### config.mk
export PLATFORM = sky130hd
export DESIGN_NAME = tws_read_engine
export DESIGN_NICKNAME = d
export VERILOG_FILES = /design/src/verilog/tws_pkg.sv /design/src/verilog/tws_fifo.sv /design/src/verilog/tws_read_engine.sv
export SDC_FILE = /design/constraint.sdc
export NUM_CORES = 1
export LEC_CHECK = 0
export BUFFER_PORTS_ARGS = -buffer_cell sky130_fd_sc_hd__buf_2
export CORE_UTILIZATION = 40
export CTS_BUF_LIST = sky130_fd_sc_hd__clkbuf_4
export CTS_CLUSTER_DIAMETER = 100
export DETAILED_ROUTE_END_ITERATION = 16
export GPL_ROUTABILITY_DRIVEN = 0
export HOLD_SLACK_MARGIN = 0.08
export PLACE_DENSITY = 0.59
export SKIP_LAST_GASP = 1
export SLEW_MARGIN = 30
export SYNTH_ARGS = -nofsm -noshare
export SYNTH_HDL_FRONTEND = slang
export SYNTH_SLANG_ARGS = --single-unit
### constraint.sdc
create_clock -name mclk -period 3.4 [get_ports mclk]
set_input_delay 0.34 -clock mclk [delete_from_list [all_inputs] [get_ports mclk]]
set_output_delay 0.34 -clock mclk [all_outputs]
set_load 0.02 [all_outputs]
### src/verilog/tws_pkg.sv
// two-wire slave read engine: shared constants, states and carriers
// assumes a single system clock domain; bus pins arrive unsynchronised
package tws_pkg;

  // ************************************************************
  // protocol constants
  // ************************************************************
  localparam int         BYTE_W     = 8;
  localparam logic [3:0] BYTE_BITS  = 4'h8;
  localparam logic [3:0] CTRL_CODE  = 4'hA;
  localparam logic [2:0] FIX_SEL    = 3'h0;
  localparam logic [7:0] PTR_RST    = 8'h00;
  localparam logic [7:0] EMPTY_BYTE = 8'hFF;
  localparam logic [2:0] SYNC_RST   = 3'h7;
  localparam int         FIFO_DEPTH = 8;

  // ************************************************************
  // types
  // ************************************************************
  typedef enum logic [2:0] {
    ST_IDLE,
    ST_ADDR,
    ST_PTR,
    ST_DATA,
    ST_ACK,
    ST_TX,
    ST_MACK
  } tws_state_type;

  // memory read answer for the presented address
  typedef struct packed {
    logic        valid;
    logic [7:0]  data;
  } tws_mem_rsp_type;

  // open-drain data pin drive
  typedef struct packed {
    logic        o;
    logic        oe;
  } tws_pin_out_type;

  // whole state of the engine
  typedef struct packed {
    logic [2:0]    scl_s;
    logic [2:0]    sda_s;
    logic          scl_f;
    logic          sda_f;
    tws_state_type st;
    logic [3:0]    bitc;
    logic [7:0]    sh;
    logic [7:0]    ptr;
    logic [7:0]    fetch;
    logic          oe;
    logic          rw;
    logic          ptr_done;
    logic          mack;
  } tws_core_type;

endpackage : tws_pkg

### src/verilog/tws_fifo.sv
// tws_fifo: small first-word-fall-through buffer with flush
// assumes depth is a power of two; one clock domain
`timescale 1ns/1ps
module tws_fifo #(
  parameter int W = 8,
  parameter int D = 8
) (
  input  wire logic         mclk,
  input  wire logic         rstn,
  input  wire logic         flush,
  input  wire logic         in_valid,
  input  wire logic [W-1:0] in_data,
  output logic              in_ready,
  output logic              out_valid,
  output logic [W-1:0]      out_data,
  input  wire logic         out_ready
);

  localparam int AW = $clog2(D);

  typedef struct packed {
    logic [D-1:0][W-1:0] mem;
    logic [AW-1:0]       rd;
    logic [AW-1:0]       wr;
    logic [AW:0]         cnt;
  } tws_fifo_state_type;

  tws_fifo_state_type q;
  tws_fifo_state_type d;
  logic               push;
  logic               pop;

  // handshakes from the fill level
  assign in_ready  = (q.cnt != (AW+1)'(D));
  assign out_valid = (q.cnt != '0);
  assign out_data  = q.mem[q.rd];
  assign push      = in_valid & in_ready;
  assign pop       = out_valid & out_ready;

  // next state; flush empties the buffer and wins over traffic
  always_comb begin
    d = q;
    if (flush) begin
      d.rd  = '0;
      d.wr  = '0;
      d.cnt = '0;
    end else begin
      if (push) begin
        d.mem[q.wr] = in_data;
        d.wr        = q.wr + AW'(1);
      end
      if (pop) begin
        d.rd = q.rd + AW'(1);
      end
      d.cnt = q.cnt + (AW+1)'(push) - (AW+1)'(pop);
    end
  end

  // state register
  always_ff @(posedge mclk or negedge rstn) begin
    if (!rstn) begin
      q <= '0;
    end else begin
      q <= d;
    end
  end

endmodule : tws_fifo

### src/verilog/tws_read_engine.sv
// tws_read_engine: two-wire bus slave with read pointer and prefetch
// assumes scl and sda arrive from pins, asynchronous to mclk;
// the memory answers the presented address with valid and data
`timescale 1ns/1ps
module tws_read_engine (
  input  wire logic                     mclk,
  input  wire logic                     rstn,
  input  wire logic                     scl_i,
  input  wire logic                     sda_i,
  output tws_pkg::tws_pin_out_type      sda_out,
  input  wire logic [7:0]               nv_dev_addr,
  output logic [7:0]                    mem_addr,
  input  wire tws_pkg::tws_mem_rsp_type mem_rsp,
  output logic                          mem_rd_ready,
  output logic                          busy
);
  import tws_pkg::*;

  // ************************************************************
  // state and local signals
  // ************************************************************
  tws_core_type q;
  tws_core_type n;

  logic       flush_c;
  logic       pop_c;
  logic       fifo_in_ready;
  logic       fifo_out_valid;
  logic [7:0] fifo_out_data;

  // ************************************************************
  // prefetch buffer
  // ************************************************************
  // bytes ptr .. fetch-1 wait here ready to send
  tws_fifo #(
    .W (BYTE_W),
    .D (FIFO_DEPTH)
  ) u_fifo (
    .mclk      (mclk),
    .rstn      (rstn),
    .flush     (flush_c),
    .in_valid  (mem_rsp.valid & ~flush_c),
    .in_data   (mem_rsp.data),
    .in_ready  (fifo_in_ready),
    .out_valid (fifo_out_valid),
    .out_data  (fifo_out_data),
    .out_ready (pop_c)
  );

  // ************************************************************
  // outputs
  // ************************************************************
  // memory is stalled while full or while the pointer reloads
  assign mem_rd_ready = fifo_in_ready & ~flush_c;
  assign mem_addr     = q.fetch;
  // sda only ever pulled low; scl never driven
  assign sda_out.o    = 1'b0;
  assign sda_out.oe   = q.oe;
  assign busy         = (q.st != ST_IDLE);

  // ************************************************************
  // next-state logic
  // ************************************************************
  always_comb begin
    logic       scl_rise;
    logic       scl_fall;
    logic       start_c;
    logic       stop_c;
    logic       last_bit;
    logic       sel_ok;
    logic       do_load;
    logic [7:0] tx_byte;

    scl_rise = 1'b0;
    scl_fall = 1'b0;
    start_c  = 1'b0;
    stop_c   = 1'b0;
    last_bit = 1'b0;
    sel_ok   = 1'b0;
    do_load  = 1'b0;
    tx_byte  = EMPTY_BYTE;
    n        = q;
    flush_c  = 1'b0;
    pop_c    = 1'b0;

    // three-flop sync; a level counts once flops two and three agree
    n.scl_s = {q.scl_s[1:0], scl_i};
    n.sda_s = {q.sda_s[1:0], sda_i};
    if (q.scl_s[1] == q.scl_s[2]) begin
      n.scl_f = q.scl_s[2];
    end
    if (q.sda_s[1] == q.sda_s[2]) begin
      n.sda_f = q.sda_s[2];
    end

    // filter delay is a few mclk, far below either bus rate
    scl_rise = n.scl_f & ~q.scl_f;
    scl_fall = ~n.scl_f & q.scl_f;

    // conditions: sda moving while scl stays high
    start_c  = q.scl_f & n.scl_f & q.sda_f & ~n.sda_f;
    stop_c   = q.scl_f & n.scl_f & ~q.sda_f & n.sda_f;
    last_bit = (q.bitc == BYTE_BITS);

    // address match on control code and select bits
    sel_ok = (q.sh[7:4] == CTRL_CODE) &&
             ((q.sh[3:1] == FIX_SEL) ||
              (q.sh[3:1] == nv_dev_addr[3:1]));

    // protocol sequencer
    unique case (q.st)
      ST_IDLE: begin
        n.oe = 1'b0;
      end

      // receive address, pointer or data byte msb first
      ST_ADDR, ST_PTR, ST_DATA: begin
        if (scl_rise) begin
          n.sh   = {q.sh[6:0], q.sda_f};
          n.bitc = q.bitc + 4'h1;
        end
        if (scl_fall && last_bit) begin
          n.bitc = 4'h0;
          if (q.st == ST_ADDR) begin
            if (sel_ok) begin
              n.oe       = 1'b1;
              n.rw       = q.sh[0];
              n.ptr_done = 1'b0;
              n.st       = ST_ACK;
            end else begin
              // mismatch: no ack, wait for next start
              n.st = ST_IDLE;
            end
          end else if (q.st == ST_PTR) begin
            // byte address reloads pointer and prefetch
            n.ptr      = q.sh;
            n.fetch    = q.sh;
            flush_c    = 1'b1;
            n.ptr_done = 1'b1;
            n.oe       = 1'b1;
            n.st       = ST_ACK;
          end else begin
            // write data is acknowledged and discarded
            n.oe = 1'b1;
            n.st = ST_ACK;
          end
        end
      end

      // hold ack low over the whole ninth pulse
      ST_ACK: begin
        if (scl_fall) begin
          n.oe   = 1'b0;
          n.bitc = 4'h0;
          if (q.rw) begin
            do_load = 1'b1;
          end else if (q.ptr_done) begin
            n.st = ST_DATA;
          end else begin
            n.st = ST_PTR;
          end
        end
      end

      // shift out a byte, changing sda only after scl falls
      ST_TX: begin
        if (scl_rise) begin
          n.bitc = q.bitc + 4'h1;
        end
        if (scl_fall) begin
          if (last_bit) begin
            n.oe = 1'b0;
            n.st = ST_MACK;
          end else begin
            n.sh = {q.sh[6:0], 1'b0};
            n.oe = ~q.sh[6];
          end
        end
      end

      // master ack bit decides whether to continue
      ST_MACK: begin
        n.oe = 1'b0;
        if (scl_rise) begin
          n.mack = ~q.sda_f;
        end
        if (scl_fall) begin
          if (q.mack) begin
            do_load = 1'b1;
          end else begin
            // nack: sda released, master may stop
            n.st = ST_IDLE;
          end
        end
      end

      default: begin
        n.st = ST_IDLE;
        n.oe = 1'b0;
      end
    endcase

    // load next byte from the prefetch buffer
    if (do_load) begin
      if (fifo_out_valid) begin
        tx_byte = fifo_out_data;
      end
      pop_c  = fifo_out_valid;
      n.sh   = tx_byte;
      n.ptr  = q.ptr + 8'h01;
      n.oe   = ~tx_byte[7];
      n.bitc = 4'h0;
      n.st   = ST_TX;
    end

    // advance fetch address as memory bytes enter the buffer
    // same terms as mem_rd_ready, read here without looping through the port
    if (mem_rsp.valid && fifo_in_ready && !flush_c) begin
      n.fetch = q.fetch + 8'h01;
    end

    // start or repeated start restarts; stop returns to idle, pointer and prefetch kept
    if (start_c) begin
      n.st   = ST_ADDR;
      n.bitc = 4'h0;
      n.oe   = 1'b0;
      pop_c  = 1'b0;
      n.ptr  = q.ptr;
      n.sh   = q.sh;
    end else if (stop_c) begin
      n.st   = ST_IDLE;
      n.oe   = 1'b0;
      pop_c  = 1'b0;
      n.ptr  = q.ptr;
    end
  end

  // ************************************************************
  // state register
  // ************************************************************
  always_ff @(posedge mclk or negedge rstn) begin
    if (!rstn) begin
      q          <= '0;
      q.scl_s    <= SYNC_RST;
      q.sda_s    <= SYNC_RST;
      q.scl_f    <= 1'b1;
      q.sda_f    <= 1'b1;
      q.st       <= ST_IDLE;
      q.ptr      <= PTR_RST;
      q.fetch    <= PTR_RST;
    end else begin
      q <= n;
    end
  end

endmodule : tws_read_engine

==> results list, run 1 <==
- Post-route fraction of the period consumed by the critical path: 78.9%
- H-tree depth: 3
- The biggest area contributor in the post-synthesis netlist is dfrtp_1.
* Post-Synth Adder-Cell Area: between 3 and 4%
- For this block, the routed nets add up to ~11000 um of wire.
- In this run the tool buffered the top-level ports with 26 buffer cells.
- Entering global routing, the biggest net connects 62 pins.
- The number of failing hold endpoints at the final stage was 0.
- The first global-routing pass estimated approximately 19000 um of wire.
- Tightest Pin Transition: 766 ps
* Synth area leaders: dfrtp_1, mux2_2, mux4_2
* Register area share after synthesis: between 40% and 50%
- STA puts the critical path data arrival time at 2340 ps.
* Number of top-level pins: 33
- CORE AREA: 0.0133 mm^2
- Cells with a size suffix above 1 make up 32.6% of the layout.
- Traced cell by cell, the critical path runs through inv_1, ha_1, and3b_1, nand2_1, nor3_2, buf_4, nor2_1, buf_2.
- Final slew viol count: 0
- The clock reaches the later pin of the worst-skew pair after approximately 460 ps.
* Crit-path max cell delay: roughly 430 ps
- The analysis attributes to cell leakage a power of 2.53 nW.
- The synthesized netlist devotes a little under 8% of its cell area to compound gates.
* Fmax achieved: approximately 370 MHz
- No sink is reached through more buffers than the 2 on the longest clock path.
- Routed length per instance: 17.2 um
- In the final layout, flip-flops and latches occupy 0.00274 mm^2.
- The worst setup path is of the flip-flop to output port kind.
- The initial utilization of the core area, before any placement, comes to 41.3%.
- Pwr Total: 0.00461 W
* Register-to-register path setup slack: 760 ps
* Post-cts resize count: 0
- Area used by multi-input combinational logic: 0.00257 mm^2
* Worst min path class: input pin to flip-flop
- Number of fillers in the final layout: 1260
* Sinks on the clock net: 109
- Width of the die: 119 um
* Total standard cell area after synthesis: approximately 0.0055 mm^2
- Measured against its own limit, the worst slew margin works out to roughly 49%.
- Buffers inserted during clock tree synthesis total 9.
* Setup Skew: 14.6 ps
- Once layout is done, the placed cells without fillers occupy 0.00596 mm^2.
- Proportion of synthesized area in mux cells: 23.6%
* Number of storage elements in the synthesis netlist: 109
* CTS tree: built
- In the routed design, unresolved DRC markers number 0.
- In this run the worst path has a maximum fanout of 22.
* Number of enable-type register cells in the synthesized netlist: 0
- Startpoint Class: flip-flop
* Unrepaired setup endpoints after global routing: false
* Nets@finish: between 500 and 600
- Fraction of the mapped netlist area in simple logic gates: 10.5%
- Nature of the critical path endpoint: output port
- The number of antenna diodes in the final layout is 0.
- After synthesis, the share of flip-flops with an asynchronous set or reset is 100%.
* Count of final setup violators: 0
- Leaving out filler cells and counting taps, the final layout contains 657.
- The tool flagged a number of max-cap violations equal to 0.
- On the critical path, the stage with the largest delay is an instance of dfrtp_1.
- Remaining antenna violation count after routing: 0
* Time the final worst path needs with I/O delays and setup: between 2000 and 3000 ps
* Cell area reported after detailed placement: between 0.005 and 0.006 mm^2
* Count of cell types in the netlist: 56
* Clock tree root buffer cell: clkbuf_4
* HPWL after DPL: ~7600 um
* Largest family of logic cells by synthesized area: multiplexers
* Setup tns final: 0 ps
* Drt via density: 5.51
- Prevailing post-synth register cell: dfrtp_1
* Status: complete, no violations
- The number of nets handed over by synthesis was between 400 and 500.
- Buffers added to address setup during post-CTS repair amount to 0.
* Vias in the first global route: 3677
- Area share of the largest cell type after synthesis: 46.0%
* GRT Overall Usage: 17.1%
- Row generation in the floorplan step produced 42 rows.
- First-pass DRT Iterations: 4
- Compared with the post-synthesis result, the final layout area differs by 8.57%.
* DIE HEIGHT: 119 um
- After clock tree synthesis, the clock-pin slew on the worst setup and hold paths is 170 ps.
- YS warnings: 0
- Max IR drop VDD: 329 uV
- After the first detailed-routing iteration, the DRC count stood at 243.
- Post-Place Cells: 638
- Antenna violations before repair: 0
* Area of the die: between 0.01 and 0.015 mm^2
- Cts-stage hold buffer count: 3
- Overflow left after global routing: 0
* Pwr dens: approximately 770 mW/mm^2
- Summing over every cut layer, the via total after detailed routing is 3617.
* Synthesized instance count: 452
* Req. time, crit path: approximately 3000 ps
* Syn Area/Cell: 12.1 um^2
* Post-synthesis share of cell area spent on xor and xnor gates: 1.76%
==> registers in the layout, summed over array words and instances (netlist names) <==
register	flops
mem_addr	8
n	4
q	22
sda_out	1
u_fifo.q	74
==> worst paths after layout <==
path                                             to  cells past startpoint               from
setup / recovery                       mem_rd_ready                      8  q[28]$_DFFE_PN0P_
hold / removal             u_fifo.q[13]$_DFFE_PN0P_                      2         mem_rsp[3]
hold reg to reg                     n[42]$_DFF_PN1_                      0    n[41]$_DFF_PN1_
min in group asynchronous         q[28]$_DFFE_PN0P_                      2               rstn
max in group asynchronous  u_fifo.q[30]$_DFFE_PN0P_                      3               rstn
setup reg to reg              u_fifo.q[1]$_DFF_PN0_                      8    q[36]$_DFF_PN1_
==> kinds of logic after synthesis <==
logic type / Yosys count
buf+inv: 38
other cells: 1
compound gates: 64
xor+xnor: 11
simple gates: 116
fa+ha+maj: 13
flops: 109
mux: 100
==> synth_stat cells (all sizes together) (8+ instances only) <==
cell    instances
clkbuf         12
dfrtp         101
inv            11
buf            15
mux2i          10
nor2           40
ha             11
mux4           16
o21ai          20
mux2           74
dfstp           8
nand2          28
a21oi          17
nand3          12
==> through the flow <==
stage	utilization, %	hold WS, ps	worst slack, ps
2_1_floorplan	-	44.4	748
3_3_place_gp	43.5	347	757
6_report	44.8	201	717
4_1_cts	44.8	175	672
3_5_place_dp	43.5	347	782
5_1_grt	44.8	170	489
==> metal layers <==
metal | wire, um | global-route usage, % | part of all wire [%] | vias up
met2 | 5440 | 28.2 | 48 | 72
met3 | 397 | 3.40 | 3.5 | 15
met1 | 5280 | 22.9 | 47 | 1850
met5 | 0 | 0 | 0 | -
met4 | 147 | 4.75 | 1.3 | 0
li1 | - | - | - | 1680
==> placed cells by master (no fill, tap or decap), types with 6 or more instances in the layout <==
| master | count |
|---|---|
| a21oi_1 | 17 |
| and3_1 | 6 |
| buf_2 | 25 |
| buf_4 | 12 |
| clkbuf_4 | 10 |
| dfrtp_1 | 101 |
| dfstp_2 | 8 |
| ha_1 | 11 |
| inv_1 | 11 |
| mux2_2 | 74 |
| mux2i_1 | 10 |
| mux4_2 | 16 |
| nand2_1 | 28 |
| nand3_1 | 12 |
| nor2_1 | 39 |
| o21ai_0 | 20 |
| xnor2_1 | 6 |
==> critical path: cells and delay by family, from the launching register on <==
family | cells | cell delay [ps]
flops | 1 | 430
simple gates | 4 | 760
fa+ha+maj | 1 | 140
buf+inv | 3 | 550
==> power by group <==
| group | switching (W) | internal, W |
|---|---|---|
| clock network | 0.000432 | 0.000242 |
| registers | 0.000391 | 0.00185 |
| logic | 0.000775 | 0.000928 |
| total | 0.00160 | 0.00302 |
==> layout make-up <==
cell class / instances / area share, %
Sequential cell: 109 / 45.9
Tap cell: 176 / 3.70
Clock inverter: 6 / 1.18
Inverter: 11 / 0.693
Timing Repair Buffer: 40 / 4.12
Clock buffer: 10 / 1.26
Multi-Input combinational cell: 305 / 43.1
Power figures use the tool's default switching activity.
==> run 2: changes to the inputs <==
--- a/config.mk
+++ b/config.mk
@@ -12,7 +12,7 @@
 export DETAILED_ROUTE_END_ITERATION = 16
 export GPL_ROUTABILITY_DRIVEN = 0
 export HOLD_SLACK_MARGIN = 0.08
-export PLACE_DENSITY = 0.59
+export PLACE_DENSITY = 0.61
 export SKIP_LAST_GASP = 1
 export SLEW_MARGIN = 30
 export SYNTH_ARGS = -nofsm -noshare
==> constraint.sdc (replaced) <==
create_clock -name mclk -period 2.38 [get_ports mclk]
set_input_delay 0.238 -clock mclk [delete_from_list [all_inputs] [get_ports mclk]]
set_output_delay 0.238 -clock mclk [all_outputs]
set_load 0.02 [all_outputs]
==> run 2 against run 1 <==
  * Global-route usage grew 0.70 points
  * Combinational power up 58%
  * First-iteration DRC count shrank 9.9%
  * Routed wire length grew 5.7%
==> results list, run 2 (synthesized netlist as in run 1, its figures left out) <==
- Pin count of the biggest net entering global routing: 51 (-18%)
* GRT Overall Usage: 17.8% (+0.70 points)
* Switching share of total power: 34.3% (-0.31 points)
- Power Internal: 0.00454 W (+50%)
* Routed length per instance: 17.3 um (+0.75%)
* Number of CTS-inserted buffers: 9 (unchanged)
- The worst setup path is launched from a flip-flop.
- The switching component of the power was 0.00237 W (+48%).
- The number of nets with antenna violations after routing came to 0 (unchanged).
- Worst path most repeated cell: ha_4
* Number of buffer and inverter stages on the critical path: 1 (-2)
- Nature of the critical path endpoint: flip-flop
- Req. time, crit path: 2750 ps (-310 ps)
* Clock network fraction of design power: 15.2% (+0.6 points)
- In this run the worst setup path begins at q[36]$_DFF_PN1_.
* CORE AREA: 0.0133 mm^2 (unchanged)
- Initial core utilization: 41.3% (unchanged)
- The layout cell share with drive strength beyond 1 was 37.8% (+5.2 points).
- The detailed placement HPWL came to 8080 um (+5.7%).
* Number of buffers added on ports: 26 (unchanged)
- DRC violation total after the first TritonRoute iteration: 219 (-9.9%)
- The number of flip-flops in the largest register was 74 (unchanged).
- The global-route congestion overflow total was 0 (unchanged).
- Setup Skew: 11.6 ps (-3.00 ps)
* Critical path cell sequence: nor3b_4, nand4_1, a21oi_2, ha_4, inv_4, ha_4, fa_2, and2_4
* Commonest cells after routing, fill and taps aside: dfrtp_1, mux2_2, nor2_1, buf_4, nand2_1
* Most flops, register: u_fifo.q
- Pre-CTS setup slack: 63.4 ps (-718 ps)
* Drt via density: 5.37 (-2.5%)
- First-pass DRT Iterations: 4 (unchanged)
- The area growth from synthesis to layout is 15.7%.
- Setup repair after global routing could not meet its margin everywhere.
- The leakage component of the power was 2.73 nW (+7.9%).
* Startpoint of the worst hold path: mem_rsp[8]
- Pwr dens: 1090 mW/mm^2 (+40%)
- Antenna fix cells: 0 (unchanged)
- The total I/O pin count came to 33 (unchanged).
- The count of clock tree sinks came to 109 (unchanged).
* Max IR drop VDD: 617 uV (+87%)
* Worst min path class: input pin to flip-flop
- Area of the die: 0.0142 mm^2 (unchanged)
- Antenna violations before repair: 0 (unchanged)
- The slowest stage of the critical path belongs to the cell dfstp_2.
- The latest clock arrival within the worst-skew pair was 460 ps (about the same).
- Reg clk slew, reported paths: 160 ps (about the same)
- Count of final setup violators: 0 (unchanged)
- Crit-path max cell delay: 600 ps (+170 ps)
- Kind of cell adding the most delay to the critical path: adder cells
* H-tree depth: 3 (unchanged)
* Proportion of power drawn by combinational gates: 38.8% (+1.9 points)
- Std cell rows: 42 (unchanged)
* Max-cap viol count: 0 (unchanged)
- Post-route fraction of the period consumed by the critical path: 99.1%
- For the finished layout, the period the worst path requires is between 2000 and 2500 ps.
- Worst slew margin relative to its limit: 55.7% (+6.8 points)
* Nets@finish: 541 (+6.3%)
- The final-report max-slew violation count is 0 (unchanged).
* DIE HEIGHT: 119 um (unchanged)
* Clock buffer depth: 2 (unchanged)
- Sequential power share: 46.0% (-2.5 points)
* Fmax achieved: 424 MHz
- Number of vias after detailed routing: 3698 (+2.2%)
- The root buffer cell chosen for the clock tree is clkbuf_4.
- Final routed wirelength across all metal layers: 11900 um (+5.7%)
- Util after Layout: 47.8% (+2.9 points)
- The highest net fanout along the worst path came to 6 (-73%).
* Setup CP Type: flip-flop to flip-flop
* CTS tree: built
- Status: complete, no violations
- The startpoint identified for the worst register-to-register timing path is q[36]$_DFF_PN1_.
- The via count of the first global-routing pass was 3729 (+1.4%).
* Worst setup margin: 21.7 ps (-695 ps)
- The global-route wire length before repair was 19400 um (+2.5%).
- Tightest Pin Transition: 664 ps (-102 ps)
* Most common cell after layout, fill and taps aside: dfrtp_1
- Width of the die: 119 um (unchanged)
- Number of design rule violations left after detail routing: 0 (unchanged)
- Arrival @ worst endpoint: 2730 ps (+390 ps)
* Final-report hold violation count: 0 (unchanged)
run 2: worst paths after layout:
kind / slack [ps] / depth (start not counted) / endpoint
max: 20 / 8 / u_fifo.q[1]$_DFF_PN0_
min: 250 / 4 / mem_addr[0]$_DFFE_PN0P_
max reg2reg: 20 / 8 / u_fifo.q[1]$_DFF_PN0_
min reg2reg: 370 / 0 / n[42]$_DFF_PN1_
max in group asynchronous: 1390 / 3 / u_fifo.q[72]$_DFFE_PN0P_
min in group asynchronous: 320 / 2 / q[31]$_DFFE_PN0P_
run 2: area by class of cell:
class | instances | area (um^2)
tap | 176 | 220
multi-input combinational | 305 | 2650
clock buffer | 9 | 67.6
fill | 1177 | 6940
sequential | 109 | 2740
clock inverter | 7 | 95.1
inverter | 11 | 43.8
timing repair buffer | 72 | 541
run 2: what timing repair did:
item / CTS / global route
endpoints found under the hold margin: 104 / 0
hold buffers: 11 / 0
setup endpoints to repair: 1 / 4
resized for setup: 1 / 13
cloned: 0 / 0
buffers inserted: 1 / 5
pin swaps: 1 / 11
run 2: power groups by stage:
stage,Sequential (W),Clock (W),Combinational (W)
2_1_floorplan,0.00300,0,0.00212
4_1_cts,0.00317,0.00109,0.00262
3_3_place_gp,0.00316,0,0.00249
6_report,0.00318,0.00105,0.00268
5_1_grt,0.00328,0.00115,0.00294
3_5_place_dp,0.00321,0,0.00259
run 2: routing by layer:
layer | GRT usage, % | vias up | wire [um]
met2 | 30.3 | 56 | 5910
li1 | - | 1739 | -
met1 | 22.9 | 1890 | 5500
met5 | 0 | - | 0
met3 | 3.78 | 13 | 341
met4 | 4.83 | 0 | 153
run 2: tightest hold or removal path, delay by kind of cell:
kind                      cells  cell delay, ps
and+or+nand+nor               1              90
xor gates and xnor gates      1              50
AOI/OAI and AO/OA             1             130
buffers and inverters         1             160
run 2: per-stage QoR:
stage | TNS, ps | total power (W) | instances | hold slack [ps] | cell area, um^2
2_1_floorplan | 0 | 0.00512 | 452 | -57.6 | 5530
3_3_place_gp | 0 | 0.00566 | 656 | 299 | 5980
3_5_place_dp | 0 | 0.00581 | 656 | 315 | 5980
4_1_cts | 0 | 0.00688 | 684 | 210 | 6260
5_1_grt | -217 | 0.00737 | 689 | 221 | 6350
6_report | 0 | 0.00691 | 689 | 245 | 6350
